[src/rtl/lcai_pkg.sv]
package lcai_pkg;
  // ---------------------------------------------------------------
  // register map (word addresses on the plain port)
  // ---------------------------------------------------------------
  localparam logic [3:0] ADDR_CTRL     = 4'h0;
  localparam logic [3:0] ADDR_STATUS   = 4'h1;
  localparam logic [3:0] ADDR_IRQ_STAT = 4'h2;
  localparam logic [3:0] ADDR_IRQ_MASK = 4'h3;
  localparam logic [3:0] ADDR_CMD      = 4'h4;

  // ctrl fields
  localparam int CTRL_CONFIGURED  = 0;
  localparam int CTRL_SLOT0_EN    = 1;
  localparam int CTRL_SLOT1_EN    = 2;
  localparam int CTRL_AUTO_REL    = 3;
  localparam int CTRL_TEST_RUN    = 4;
  localparam int CTRL_ALARM_DIS   = 5;
  localparam logic [7:0] CTRL_RESET = 8'h08;

  // cmd fields (write-one pulses)
  localparam int CMD_ALARM_REL    = 0;

  // status / irq fields
  localparam int ST_CARD_LAMP     = 0;
  localparam int ST_NEAR_LAMP     = 1;
  localparam int ST_FAR_LAMP      = 2;
  localparam int ST_SVC_LAMP      = 3;
  localparam int ST_RED_NOW       = 4;
  localparam int ST_ST_DONE       = 5;
  localparam int ST_ST_FAIL       = 6;
  localparam int ST_ACTIVE        = 7;
  localparam int IRQ_RED_SET      = 0;
  localparam int IRQ_RED_CLR      = 1;
  localparam int IRQ_FAR_SET      = 2;
  localparam int IRQ_ST_DONE      = 3;
  localparam int NUM_IRQ          = 4;

  // ---------------------------------------------------------------
  // timing
  // ---------------------------------------------------------------
  localparam longint CLK_HZ        = 10_000_000;
  localparam longint FLASH_HALF_MS = 250;
  localparam longint FLASH_HALF_CYC = (CLK_HZ * FLASH_HALF_MS) / 1000;
  localparam int     FLASH_COUNT   = 3;

  typedef enum logic [2:0] {
    LCAI_ST_TESTING,
    LCAI_ST_FLASH_OFF,
    LCAI_ST_FLASH_ON,
    LCAI_ST_READY,
    LCAI_ST_FAILED
  } lcai_card_state_t;
endpackage : lcai_pkg

[src/rtl/lcai_alarm_latch.sv]
`timescale 1ns/1ps
module lcai_alarm_latch
  import lcai_pkg::*;
(
  input  wire logic clock,
  input  wire logic rst_b,
  input  wire logic red_now,
  input  wire logic auto_release,
  input  wire logic release_cmd,
  output logic      lamp_q
);
  // ---------------------------------------------------------------
  // near-end lamp latch
  // ---------------------------------------------------------------
  always_ff @(posedge clock) begin
    if (!rst_b) begin
      lamp_q <= 1'b0;
    end else if (red_now) begin
      lamp_q <= 1'b1;
    end else if (auto_release || release_cmd) begin
      lamp_q <= 1'b0;
    end
  end

  latch_hold_a: assert property (@(posedge clock) disable iff (!rst_b)
    lamp_q && !red_now && !auto_release && !release_cmd |=> lamp_q)
    else $error("near lamp dropped without release");
  latch_auto_a: assert property (@(posedge clock) disable iff (!rst_b)
    !red_now && auto_release |=> !lamp_q)
    else $error("near lamp not auto released");
endmodule : lcai_alarm_latch

[src/rtl/lcai_ctrl.sv]
`timescale 1ns/1ps
module lcai_ctrl
  import lcai_pkg::*;
#(
  // flash half period in clocks; a bench may shorten it
  parameter longint FLASH_HALF = FLASH_HALF_CYC
) (
  input  wire logic       clock,
  input  wire logic       rst_b,
  input  wire logic       selftest_done,
  input  wire logic       selftest_pass,
  input  wire logic       rx_loss_of_signal,
  input  wire logic       rx_bit_err_exceeded,
  input  wire logic       rx_slip_exceeded,
  input  wire logic       rx_yellow_alarm,
  input  wire logic [3:0] reg_addr,
  input  wire logic [7:0] reg_wdata,
  input  wire logic       reg_wr,
  input  wire logic       reg_rd,
  output logic      [7:0] reg_rdata_q,
  output logic            card_state_lamp_q,
  output logic            near_end_alarm_lamp_q,
  output logic            far_end_alarm_lamp_q,
  output logic            service_mode_lamp_q,
  output logic            tx_yellow_alarm_q,
  output logic            irq_q
);
  // ---------------------------------------------------------------
  // input synchronisers
  // ---------------------------------------------------------------
  logic [5:0] sync1_q;
  logic [5:0] sync2_q;
  always_ff @(posedge clock) begin
    if (!rst_b) begin
      sync1_q <= 6'h00;
      sync2_q <= 6'h00;
    end else begin
      sync1_q <= {selftest_done, selftest_pass, rx_loss_of_signal,
                  rx_bit_err_exceeded, rx_slip_exceeded, rx_yellow_alarm};
      sync2_q <= sync1_q;
    end
  end
  logic st_done;
  logic st_pass;
  logic red_now;
  logic yel_now;
  assign st_done = sync2_q[5];
  assign st_pass = sync2_q[4];
  assign red_now = sync2_q[3] | sync2_q[2] | sync2_q[1];
  assign yel_now = sync2_q[0];

  // ---------------------------------------------------------------
  // registers
  // ---------------------------------------------------------------
  logic [7:0]         ctrl_q;
  logic [NUM_IRQ-1:0] irq_stat_q;
  logic [NUM_IRQ-1:0] irq_mask_q;
  logic               release_cmd;
  logic [NUM_IRQ-1:0] irq_event;
  logic [7:0]         status_vec;

  always_ff @(posedge clock) begin
    if (!rst_b) begin
      ctrl_q <= CTRL_RESET;
    end else if (reg_wr && reg_addr == ADDR_CTRL) begin
      ctrl_q <= reg_wdata;
    end
  end

  always_ff @(posedge clock) begin
    if (!rst_b) begin
      irq_mask_q <= '0;
    end else if (reg_wr && reg_addr == ADDR_IRQ_MASK) begin
      irq_mask_q <= reg_wdata[NUM_IRQ-1:0];
    end
  end

  assign release_cmd = reg_wr && reg_addr == ADDR_CMD && reg_wdata[CMD_ALARM_REL];

  // sticky status: set beats write-one clear
  genvar gi;
  generate
    for (gi = 0; gi < NUM_IRQ; gi++) begin : g_irq
      always_ff @(posedge clock) begin
        if (!rst_b) begin
          irq_stat_q[gi] <= 1'b0;
        end else if (irq_event[gi]) begin
          irq_stat_q[gi] <= 1'b1;
        end else if (reg_wr && reg_addr == ADDR_IRQ_STAT && reg_wdata[gi]) begin
          irq_stat_q[gi] <= 1'b0;
        end
      end
    end
  endgenerate

  always_ff @(posedge clock) begin
    if (!rst_b) begin
      irq_q <= 1'b0;
    end else begin
      irq_q <= |(irq_stat_q & irq_mask_q);
    end
  end

  // ---------------------------------------------------------------
  // self-test sequencing and card lamp
  // ---------------------------------------------------------------
  lcai_card_state_t state_q;
  logic [23:0]      flash_cnt_q;
  logic [1:0]       flashes_q;
  logic             any_slot_en;
  logic             active;
  logic             st_done_evt;

  assign any_slot_en = ctrl_q[CTRL_SLOT0_EN] | ctrl_q[CTRL_SLOT1_EN];
  assign active      = (state_q == LCAI_ST_READY) && ctrl_q[CTRL_CONFIGURED]
                       && any_slot_en;
  assign st_done_evt = (state_q == LCAI_ST_TESTING) && st_done;

  always_ff @(posedge clock) begin
    if (!rst_b) begin
      state_q     <= LCAI_ST_TESTING;
      flash_cnt_q <= 24'h000000;
      flashes_q   <= 2'h0;
    end else begin
      unique case (state_q)
        LCAI_ST_TESTING: begin
          if (st_done) begin
            flash_cnt_q <= 24'h000000;
            flashes_q   <= 2'h0;
            state_q     <= st_pass ? LCAI_ST_FLASH_OFF : LCAI_ST_FAILED;
          end
        end
        LCAI_ST_FLASH_OFF: begin
          if (flash_cnt_q == 24'(FLASH_HALF - 1)) begin
            flash_cnt_q <= 24'h000000;
            state_q     <= LCAI_ST_FLASH_ON;
          end else begin
            flash_cnt_q <= flash_cnt_q + 24'h000001;
          end
        end
        LCAI_ST_FLASH_ON: begin
          if (flash_cnt_q == 24'(FLASH_HALF - 1)) begin
            flash_cnt_q <= 24'h000000;
            if (flashes_q == 2'(FLASH_COUNT - 1)) begin
              state_q <= LCAI_ST_READY;
            end else begin
              flashes_q <= flashes_q + 2'h1;
              state_q   <= LCAI_ST_FLASH_OFF;
            end
          end else begin
            flash_cnt_q <= flash_cnt_q + 24'h000001;
          end
        end
        LCAI_ST_READY: begin
        end
        LCAI_ST_FAILED: begin
        end
        default: state_q <= LCAI_ST_TESTING;
      endcase
    end
  end

  always_ff @(posedge clock) begin
    if (!rst_b) begin
      card_state_lamp_q <= 1'b1;
    end else begin
      card_state_lamp_q <= (state_q != LCAI_ST_FLASH_OFF) && !active;
    end
  end

  // ---------------------------------------------------------------
  // alarms and service lamp
  // ---------------------------------------------------------------
  lcai_alarm_latch u_near (
    .clock        (clock),
    .rst_b        (rst_b),
    .red_now      (red_now),
    .auto_release (ctrl_q[CTRL_AUTO_REL]),
    .release_cmd  (release_cmd),
    .lamp_q       (near_end_alarm_lamp_q)
  );

  always_ff @(posedge clock) begin
    if (!rst_b) begin
      tx_yellow_alarm_q    <= 1'b0;
      far_end_alarm_lamp_q <= 1'b0;
      service_mode_lamp_q  <= 1'b0;
    end else begin
      tx_yellow_alarm_q    <= red_now;
      far_end_alarm_lamp_q <= yel_now;
      service_mode_lamp_q  <= ctrl_q[CTRL_TEST_RUN] | ctrl_q[CTRL_ALARM_DIS];
    end
  end

  logic red_prev_q;
  logic yel_prev_q;
  always_ff @(posedge clock) begin
    if (!rst_b) begin
      red_prev_q <= 1'b0;
      yel_prev_q <= 1'b0;
    end else begin
      red_prev_q <= red_now;
      yel_prev_q <= yel_now;
    end
  end

  assign irq_event[IRQ_RED_SET] = red_now & ~red_prev_q;
  assign irq_event[IRQ_RED_CLR] = ~red_now & red_prev_q;
  assign irq_event[IRQ_FAR_SET] = yel_now & ~yel_prev_q;
  assign irq_event[IRQ_ST_DONE] = st_done_evt;

  // ---------------------------------------------------------------
  // read port
  // ---------------------------------------------------------------
  always_comb begin
    status_vec               = 8'h00;
    status_vec[ST_CARD_LAMP] = card_state_lamp_q;
    status_vec[ST_NEAR_LAMP] = near_end_alarm_lamp_q;
    status_vec[ST_FAR_LAMP]  = far_end_alarm_lamp_q;
    status_vec[ST_SVC_LAMP]  = service_mode_lamp_q;
    status_vec[ST_RED_NOW]   = red_now;
    status_vec[ST_ST_DONE]   = state_q == LCAI_ST_READY;
    status_vec[ST_ST_FAIL]   = state_q == LCAI_ST_FAILED;
    status_vec[ST_ACTIVE]    = active;
  end

  always_ff @(posedge clock) begin
    if (!rst_b) begin
      reg_rdata_q <= 8'h00;
    end else if (reg_rd) begin
      unique case (reg_addr)
        ADDR_CTRL:     reg_rdata_q <= ctrl_q;
        ADDR_STATUS:   reg_rdata_q <= status_vec;
        ADDR_IRQ_STAT: reg_rdata_q <= {4'h0, irq_stat_q};
        ADDR_IRQ_MASK: reg_rdata_q <= {4'h0, irq_mask_q};
        default:       reg_rdata_q <= 8'h00;
      endcase
    end else begin
      reg_rdata_q <= 8'h00;
    end
  end

  // ---------------------------------------------------------------
  // checks
  // ---------------------------------------------------------------
  card_dark_a: assert property (@(posedge clock) disable iff (!rst_b)
    active |=> !card_state_lamp_q)
    else $error("card lamp lit while active");
  card_fail_a: assert property (@(posedge clock) disable iff (!rst_b)
    state_q == LCAI_ST_FAILED |=> card_state_lamp_q)
    else $error("card lamp dark after failed self-test");
  slot_one_a: assert property (@(posedge clock) disable iff (!rst_b)
    state_q == LCAI_ST_READY && ctrl_q[CTRL_CONFIGURED] && ctrl_q[CTRL_SLOT1_EN]
    |=> !card_state_lamp_q)
    else $error("single slot enable left lamp lit");
  slot_none_a: assert property (@(posedge clock) disable iff (!rst_b)
    state_q == LCAI_ST_READY && !any_slot_en
    |=> card_state_lamp_q)
    else $error("card lamp dark with both slots off");
  near_red_a: assert property (@(posedge clock) disable iff (!rst_b)
    red_now |=> near_end_alarm_lamp_q)
    else $error("near lamp dark during red alarm");
  red_tx_a: assert property (@(posedge clock) disable iff (!rst_b)
    sync2_q[3] |=> tx_yellow_alarm_q)
    else $error("no far-end yellow on signal loss");
  far_lamp_a: assert property (@(posedge clock) disable iff (!rst_b)
    $rose(yel_now) |=> far_end_alarm_lamp_q)
    else $error("far lamp missed yellow");
  svc_lamp_a: assert property (@(posedge clock) disable iff (!rst_b)
    !ctrl_q[CTRL_TEST_RUN] && !ctrl_q[CTRL_ALARM_DIS] |=> !service_mode_lamp_q)
    else $error("service lamp stuck");
  flash_len_a: assert property (@(posedge clock) disable iff (!rst_b)
    $rose(state_q == LCAI_ST_FLASH_OFF) |=> (state_q == LCAI_ST_FLASH_OFF)[*8])
    else $error("flash too short");
  reset_lamps_a: assert property (@(posedge clock)
    !rst_b |=> card_state_lamp_q && !near_end_alarm_lamp_q && !service_mode_lamp_q)
    else $error("reset lamp state wrong");

  flash_c: cover property (@(posedge clock) state_q == LCAI_ST_READY);
  fail_c:  cover property (@(posedge clock) state_q == LCAI_ST_FAILED);
  latch_c: cover property (@(posedge clock)
    near_end_alarm_lamp_q && !red_now && !ctrl_q[CTRL_AUTO_REL]);
  irq_c:   cover property (@(posedge clock) irq_q);
  active_c: cover property (@(posedge clock) active);
endmodule : lcai_ctrl

[config.mk]
export PLATFORM = sky130hd
export DESIGN_NAME = lcai_ctrl
export DESIGN_NICKNAME = d
export VERILOG_FILES = /design/src/rtl/lcai_pkg.sv /design/src/rtl/lcai_alarm_latch.sv /design/src/rtl/lcai_ctrl.sv
export SDC_FILE = /design/constraint.sdc
export NUM_CORES = 1
export LEC_CHECK = 0
export BUFFER_PORTS_ARGS = -buffer_cell sky130_fd_sc_hd__buf_4
export CAP_MARGIN = 20
export CORE_UTILIZATION = 35
export CTS_CLUSTER_DIAMETER = 150
export DETAILED_ROUTE_END_ITERATION = 8
export PLACE_DENSITY = 0.53
export SYNTH_ARGS = -nofsm -noshare
export SYNTH_HDL_FRONTEND = slang
export SYNTH_SLANG_ARGS = --single-unit
[constraint.sdc]
create_clock -name clock -period 2.3 [get_ports clock]
set_clock_uncertainty 0.2 [all_clocks]
set_input_delay 0.46 -clock clock [delete_from_list [all_inputs] [get_ports clock]]
set_output_delay 0.46 -clock clock [all_outputs]
set_load 0.01 [all_outputs]
==> results of run 1 <==
[worst reg2reg max path: stages (launching register included)]
cell     delay, ps
dfxtp_1        340
ha_1           190
nand4_1        140
or4b_4         540
buf_4          200
nor4b_4        210
o21ai_0        100
a21oi_1        150
[report_power, final]
group / total [W] / internal, W / switching, W / leakage [nW]
logic: 0.000153 / 0.0000789 / 0.0000742 / 0.765
clock network: 0.00110 / 0.000617 / 0.000485 / 0.103
registers: 0.00126 / 0.00125 / 0.0000120 / 0.576
[Yosys cell counts (2+ instances only)]
cell type and count:
a21boi_0 5, a21oi_1 15, a22oi_1 2, and2_1 18
and3_1 5, and3_2 2, and4_1 3, buf_6 5
clkbuf_1 7, dfxtp_1 71, ha_1 2, inv_1 9
mux2i_1 6, mux4_2 4, nand2_1 16, nand2b_1 4
nand3_1 8, nand4_1 14, nand4b_1 3, nor2_1 37
nor2_2 3, nor2b_1 19, nor3_1 7, nor3_2 2
nor4_1 2, o21a_1 3, o21ai_0 11, xnor2_1 9
xor2_1 11
[per-stage QoR]
stage	power (W)	hold slack [ps]	instance area (um2)
3_5_place_dp	0.00145	221	3510
2_1_floorplan	0.00138	212	3080
4_1_cts	0.00256	103	3730
6_report	0.00252	123	3740
3_3_place_gp	0.00145	215	3510
5_1_grt	0.00263	94.2	3740
[what timing repair did]
action	in CTS	in global routing
endpoints found under the setup margin	0	1
gates resized for setup	0	1
hold buffers	0	0
[layout make-up]
type | instances | area share, %
Sequential cell | 71 | 38.0
Timing Repair Buffer | 50 | 10.7
Clock buffer | 10 | 3.41
Inverter | 9 | 0.902
Multi-Input combinational cell | 231 | 41.0
Clock inverter | 6 | 2.47
Tap cell | 105 | 3.51
[kinds of logic after synthesis]
logic type | after synthesis
AOI/OAI and AO/OA | 45
xor gates and xnor gates | 20
adders and majority gates | 2
buffers and inverters | 23
DFF | 71
muxes | 10
and+or+nand+nor | 154
[registers in the layout, indices dropped and copies added (netlist names), 2 cells and up]
signal / cells
reg_rdata_q: 8
irq_stat_q: 4
irq_mask_q: 4
flashes_q: 2
sync2_q: 6
sync1_q: 6
flash_cnt_q: 24
ctrl_q: 8
state_q: 3
[routing by layer]
| metal | global-route usage, % | wire (um) | vias to the layer above |
|---|---|---|---|
| li1 | - | - | 1218 |
| met1 | 21.2 | 3330 | 1097 |
| met2 | 22.3 | 2670 | 46 |
| met3 | 4.42 | 292 | 6 |
| met4 | 5.60 | 63 | 0 |
| met5 | 0 | 0 | - |
[how the worst max path moves through the flow]
stage / start / endpoint / slack [ps] / depth (start not counted)
global route: flash_cnt_q[0]$_SDFFE_PN0P_ / flash_cnt_q[12]$_SDFFE_PN0P_ / 10 / 7
detailed placement: flash_cnt_q[20]$_SDFFE_PN0P_ / flash_cnt_q[3]$_SDFFE_PN0P_ / 160 / 6
global placement: flash_cnt_q[0]$_SDFFE_PN0P_ / flash_cnt_q[12]$_SDFFE_PN0P_ / 170 / 7
finish: flash_cnt_q[0]$_SDFFE_PN0P_ / flash_cnt_q[12]$_SDFFE_PN0P_ / 160 / 7
CTS: flash_cnt_q[20]$_SDFFE_PN0P_ / flash_cnt_q[3]$_SDFFE_PN0P_ / 140 / 6
floorplan: flash_cnt_q[0]$_SDFFE_PN0P_ / flash_cnt_q[20]$_SDFFE_PN0P_ / 190 / 7
==> results, run 1 <==
- Counting both buffers and inverters, the worst setup path holds a total of 1.
- The family of cells with the greatest summed delay on the critical path is simple AND/OR/NAND/NOR gates.
- The total count of max-transition violations in the final report was 0.
- The worst-case IR drop observed on VDD is 0.313 mV.
- By area the synthesized netlist is led by dfxtp_1, nor2_1, nor2b_1, and2_1, xor2_1.
- Setup slack closes at 164 ps.
- The number of hold violations in the final report is 0.
- The path category of the worst min-delay check is in -> reg.
- The shortest period the worst path allows is 2140 ps.
- Using the TritonRoute via totals, the vias-per-cell ratio works out to 4.91.
- The synthesized netlist devotes 9.68% of its cell area to compound gates.
- Setup violations remaining at the end of the flow were counted as 0.
- The number of cells on the worst reg-to-reg path is 7.
- Summed over all nets, the half-perimeter wirelength after detailed placement is 4.38 mm.
- At the end of routability-driven placement, the weighted congestion stood at 0.734.
- The buffer levels on the longest clock path is 2.
- The flow ran to the end, and the final reports show no timing, DRC or antenna violations.
- The sum of negative setup slack is 0 ps.
- Dividing total power by cell area gives a power density of 673 mW/mm2.
- The area share of xor/xnor cells in the synthesized design is 5.69%.
- The endpoint identified for the worst register-to-register timing path is flash_cnt_q[12]$_SDFFE_PN0P_.
- The number of global-route vias before repair is 2179.
- For this design the top-level I/O count stands at 36.
- When the netlist entered floorplanning its net count stood at 349.
- The largest single stage delay on the critical path is 540 ps.
- The analysis attributes to cell leakage a power of 1.44 nW.
- The mean area per synthesized cell is 9.47 um2.
- The proportion of register bits with asynchronous set or reset after synthesis is 0%.
- Of all nets on the critical path, the largest fanout is 8.
- Synthesis inferred 71 register bits.
- The tree is rooted in a clkbuf_8.
- After detailed routing, the average wire length per cell comes to 13.2 um.
- The cell taking the most area after synthesis is dfxtp_1.
- The cell area after synthesis is 0.00308 mm2.
- The startpoint identified for the worst register-to-register timing path is flash_cnt_q[0]$_SDFFE_PN0P_.
- At the pin with the least slew margin, the transition time is 732 ps.
- The basic-gate share of the synthesized area counting and, or, nand and nor cells is 28.6%.
- Leaving out fill and tap cells, the most frequent cell in the layout is dfxtp_1.
- The share of cells above drive strength 1 is 22.5%.
- Registers take 0.00142 mm2.
- The first global-routing pass estimated 10.5 mm of wire.
- Once the clock tree was built, the setup fixing pass inserted 0 buffers.
- The total iterations of the first detailed-routing run is 4.
- The flip-flop cell with the highest count after synthesis is dfxtp_1.
- After synthesis, the largest family of logic cells by area is simple AND/OR/NAND/NOR gates.
- Buffers inserted during clock tree synthesis total 9.
- The routed via count is 2367.
- STA puts the critical path data arrival time at 2210 ps.
- Clock latency on the worst-skew pair, taken at its later pin, is 340 ps.
- The kind of critical path is reg -> reg.
- The residual DRC count is 0.
- Counting tap cells, the placed design contains a total of 466 instances.
- Port buffering added 35 buffers.
- The final antenna-violating net count is 0.
- In this run the register-to-register setup slack is 160 ps.
- After layout, the worst path uses 92.9% of the clock period.
- The die is 95.8 um tall.
- The total of max-cap violations is 0.
- In this run the biggest area consumer among cell types represents 46.2% of the synthesized area.
- The post-synthesis adder-cell area fraction is 0.813%.
- OpenSTA, run right after detailed placement, puts the worst setup slack at 158 ps.
- Along the worst hold path, the cell count comes to 2.
- The slowest stage of the critical path is the or4b_4 cell.
- The floorplan step set the die width to 95.8 um.
- The die covers 0.00917 mm2.
- The region available for standard cell placement spans 0.00838 mm2.
- The floorplan has 33 rows.
- The critical path goes through ha_1 > nand4_1 > or4b_4 > buf_4 > nor4b_4 > o21ai_0 > a21oi_1.
- The number of flops mapped to enable cells by yosys is 0.
- The library cells used most frequently in the layout, excluding fill and tap cells, are dfxtp_1, buf_4, nor2_1.
- During synthesis, Yosys emitted a total of 0 warnings.
- The startpoint identified for the worst hold timing path is rx_slip_exceeded.
- The largest net degree at the start of global routing is 40.
- After the last flow step, the layout net total stands at 396.
- The initial utilization of the core area, before any placement, comes to 36.7%.
- The fraction of the core area covered by cells at the end of the flow is 44.7%.
- The final routed wirelength across all metal layers is 6.36 mm.
- Summed over all layers, the global routing overflow is 0.
- The clock slew seen by the registers of the worst setup and hold paths is 80 ps.
- Fill cells in the final layout number 839.
- The proportion of synthesized area in mux cells is 4.88%.
- The number of antenna violations at the first check in global routing came to 0.
- The sequential-to-total area share from yosys stat is 46.2%.
- The count of cell types in the netlist is 51.
- The clock net sink count is 71.
- The normalized max-slew margin is 50.8%.
- Data on the critical path is required at its endpoint by 2370 ps.
- The diode insertion count for antenna repair is 0.
- Setup repair after global routing left no endpoint under its margin.
- The finished layout holds 482 standard cells, fillers aside.
- The worst setup path is captured at a register.
- The count of H-tree levels built during CTS is 3.
- The startpoint type of the worst setup path is a register.
- After technology mapping, the gate count stands at 325.
- The worst hold path terminates at sync1_q[1]$_SDFF_PN0_.
- TritonCTS built the clock tree.
- The area of combinational cells with multiple inputs is 0.00154 mm2.
- The upper clock frequency limit is 0.468 GHz.
- The signed area change from the synthesized netlist to the final layout is 21.7%.
- For this block, the initial DRC count from the detailed router was 63.
- Across every metal layer, demand over resource in global routing totals 15.3%.
Power figures use the tool's default switching activity.
==> run 2: changes to the inputs <==
- PLACE_DENSITY: 0.53 -> 0.55
- clock period: 2.3 -> 1.8 ns (I/O delays scaled with it)
==> run 2 against run 1 <==
The flow now finishes with violations (setup timing). Critical path depth fell by 1. Sequential share of layout area is 3.2 points lower. Hold slack lost 110 ps. Die area unchanged. Non-clock buffer count rose by 37. Worst setup slack worse by 380 ps. Critical path type unchanged. Critical endpoint is now flashes_q[1]$_SDFFE_PN0P_. Largest power group unchanged. Highest routed layer unchanged.
==> results, run 2 (synthesized netlist as in run 1, its figures left out) <==
- The count of input and output buffers is 35 (unchanged).
- The final non-filler cell area is 0.00411 mm2 (+9.7%).
- The commonest non-fill, non-tap cell in the layout is buf_4.
- The largest fanout of any net on the critical path is 3 (-5).
- The number of primary I/O pins was 36 (unchanged).
- The fill cell total of the finished layout is 825 (-1.7%).
- STA classifies the critical path startpoint as a register.
- The clock slew seen by the registers of the worst setup and hold paths is 80 ps (about the same).
- The core box area is 0.00838 mm2 (unchanged).
- Compared with the post-synthesis result, the final layout area differs by 33.4%.
- The startpoint identified for the worst register-to-register timing path is flash_cnt_q[16]$_SDFFE_PN0P_.
- The final cell count without fillers is 519 (+7.7%).
- The normalized max-slew margin is 75.3% (+25 points).
- The diode insertion count for antenna repair is 0 (unchanged).
- The final period utilization came to 112% (+19 points).
- The register with the most flip-flops in the final layout is flash_cnt_q.
- The TritonCTS clock tree is built.
- Setup repair after global routing could not meet its margin everywhere.
- The average via count per standard cell was 4.83 (-1.6%).
- The final routed wirelength across all metal layers was 6.58 mm (+3.5%).
- The instance area after placement is 0.00376 mm2 (+7.1%).
- The number of hold buffers added after cts was 0 (unchanged).
- The final reports fail on setup timing.
- The number of global-route vias before repair came to 2386 (+9.5%).
- The worst-margin pin slew was 369 ps (-364 ps).
- The path category of the worst min-delay check is in -> reg.
- The total count of max-transition violations in the final report is 0 (unchanged).
- The final antenna-violating net count is 0 (unchanged).
- The wire length of the first global-routing pass is 11.4 mm (+7.9%).
- The die span in y came to 95.8 um (unchanged).
- The CTS buffer count is 9 (unchanged).
- The worst hold path begins at rx_bit_err_exceeded.
- The flow ran to the end, but the final reports show violations.
- The shortest period the worst path allows came to 2010 ps (-124 ps).
- The highest ir drop seen on vdd was 0.385 mV (+23%).
- The global-route usage over all layers is 16.3% (+0.99 points).
- The share of cells above drive strength 1 came to 35.5% (+13 points).
- The worst setup path is captured at a register.
- In the final layout, the registers with the most flip-flops are flash_cnt_q x24, ctrl_q x8, reg_rdata_q x8.
- The routed via count is 2508 (+6.0%).
- The residual DRC count is 0 (unchanged).
- The kind of critical path is reg -> reg.
- The full die area is 0.00917 mm2 (unchanged).
- The number of hold violations in the final report is 0 (unchanged).
- The HPWL after detailed placement was 4.82 mm (+10%).
- The floorplan row count came to 33 (unchanged).
- The number of setup violations in the final report is 27 (+27).
- The total iterations of the first detailed-routing run was 4 (unchanged).
- The global placer's final weighted congestion is 0.812 (+11%).
- The final worst setup slack came to -213 ps (-376 ps).
- The clock network latency to the later pin of the worst-skew pair is 350 ps (about the same).
- The floorplan die width was 95.8 um (unchanged).
- The buffer levels on the longest clock path came to 2 (unchanged).
- Leaving out fill and tap cells, the most frequent cells in the layout are buf_4, dfxtp_1, nor2_1.
- The clock net sink count was 71 (unchanged).
- The cell sitting at the root of the clock tree is a clkbuf_8.
- The starting density of the core is 36.7% (unchanged).
- The worst path required time came to 1830 ps (-540 ps).
- The final-layout worst hold slack is 17.4 ps (-105 ps).
- The worst setup slack after placement is -267 ps (-424 ps).
- The number of antenna violations at the first check in global routing came to 0 (unchanged).
- The average routed wire per standard cell is 12.7 um (-3.9%).
- The largest net degree at the start of global routing is 33 (-18%).
- The residual overflow from global routing was 0 (unchanged).
- The DRC marker count from the first detailed-route iteration is 99 (+57%).
- The upper clock frequency limit is 0.497 GHz (+6.2%).
- The number of flip-flops in the largest register is 24 (unchanged).
- The count of H-tree levels built during CTS is 3 (unchanged).
- The number of instances in the placed design is 500 (+7.3%).
- The total of max-cap violations is 0 (unchanged).
- The critical path starts at flash_cnt_q[16]$_SDFFE_PN0P_.
- The leakage power figure is 1.65 nW (+14%).
- The areal power density over the cells is 758 mW/mm2 (+13%).
- The post-layout net count came to 433 (+9.3%).
- The fraction of the core area covered by cells at the end of the flow was 49.0% (+4.3 points).
- The data arrival time at the worst-slack endpoint was 2050 ps (-160 ps).
run 2: path summary, 6_finish.rpt:
check                                    to  slack, ps  cells after the start
setup / recovery  flashes_q[1]$_SDFFE_PN0P_       -210                      6
hold / removal        sync1_q[2]$_SDFF_PN0_         20                      2
setup reg to reg  flashes_q[1]$_SDFFE_PN0P_       -210                      6
hold reg to reg       sync2_q[5]$_SDFF_PN0_        230                      1
run 2: what timing repair did:
action | CTS | global route
gates resized for setup | 15 | 18
setup endpoints to repair | 27 | 27
buffers inserted | 3 | 1
pin swaps | 7 | 10
run 2: worst max-delay path, stage by stage, from the launching register on:
cell	delay [ps]
dfxtp_2	320
or4bb_4	540
nor3_4	210
buf_4	150
nand4_1	130
and3_1	190
o21a_1	160
run 2: final cells by class:
cell class / count / area, um2 / share of cell area, %
clock buffer: 10 / 128 / 3.11
clock inverter: 6 / 71.3 / 1.74
inverter: 9 / 33.8 / 0.823
multi-input combinational: 231 / 1640 / 39.9
sequential: 71 / 1430 / 34.8
tap: 105 / 131 / 3.20
timing repair buffer: 87 / 676 / 16.5
run 2: metal layers:
metal	global-route usage, %	share of wire, %
met5	0	0
met4	7.46	1.3
met3	3.40	4.2
met2	25.5	46
met1	21.4	49
run 2: where the power goes:
group	internal [W]	switching (W)
sequential	0.00160	0.0000165
combinational	0.000116	0.000100
clock	0.000647	0.000632
run 2: metrics by stage:
step,total power [W],setup TNS [ps]
2_1_floorplan,0.00176,-5100
3_3_place_gp,0.00186,-4330
3_5_place_dp,0.00186,-5440
4_1_cts,0.00314,-5130
5_1_grt,0.00325,-7720
6_report,0.00311,-5040
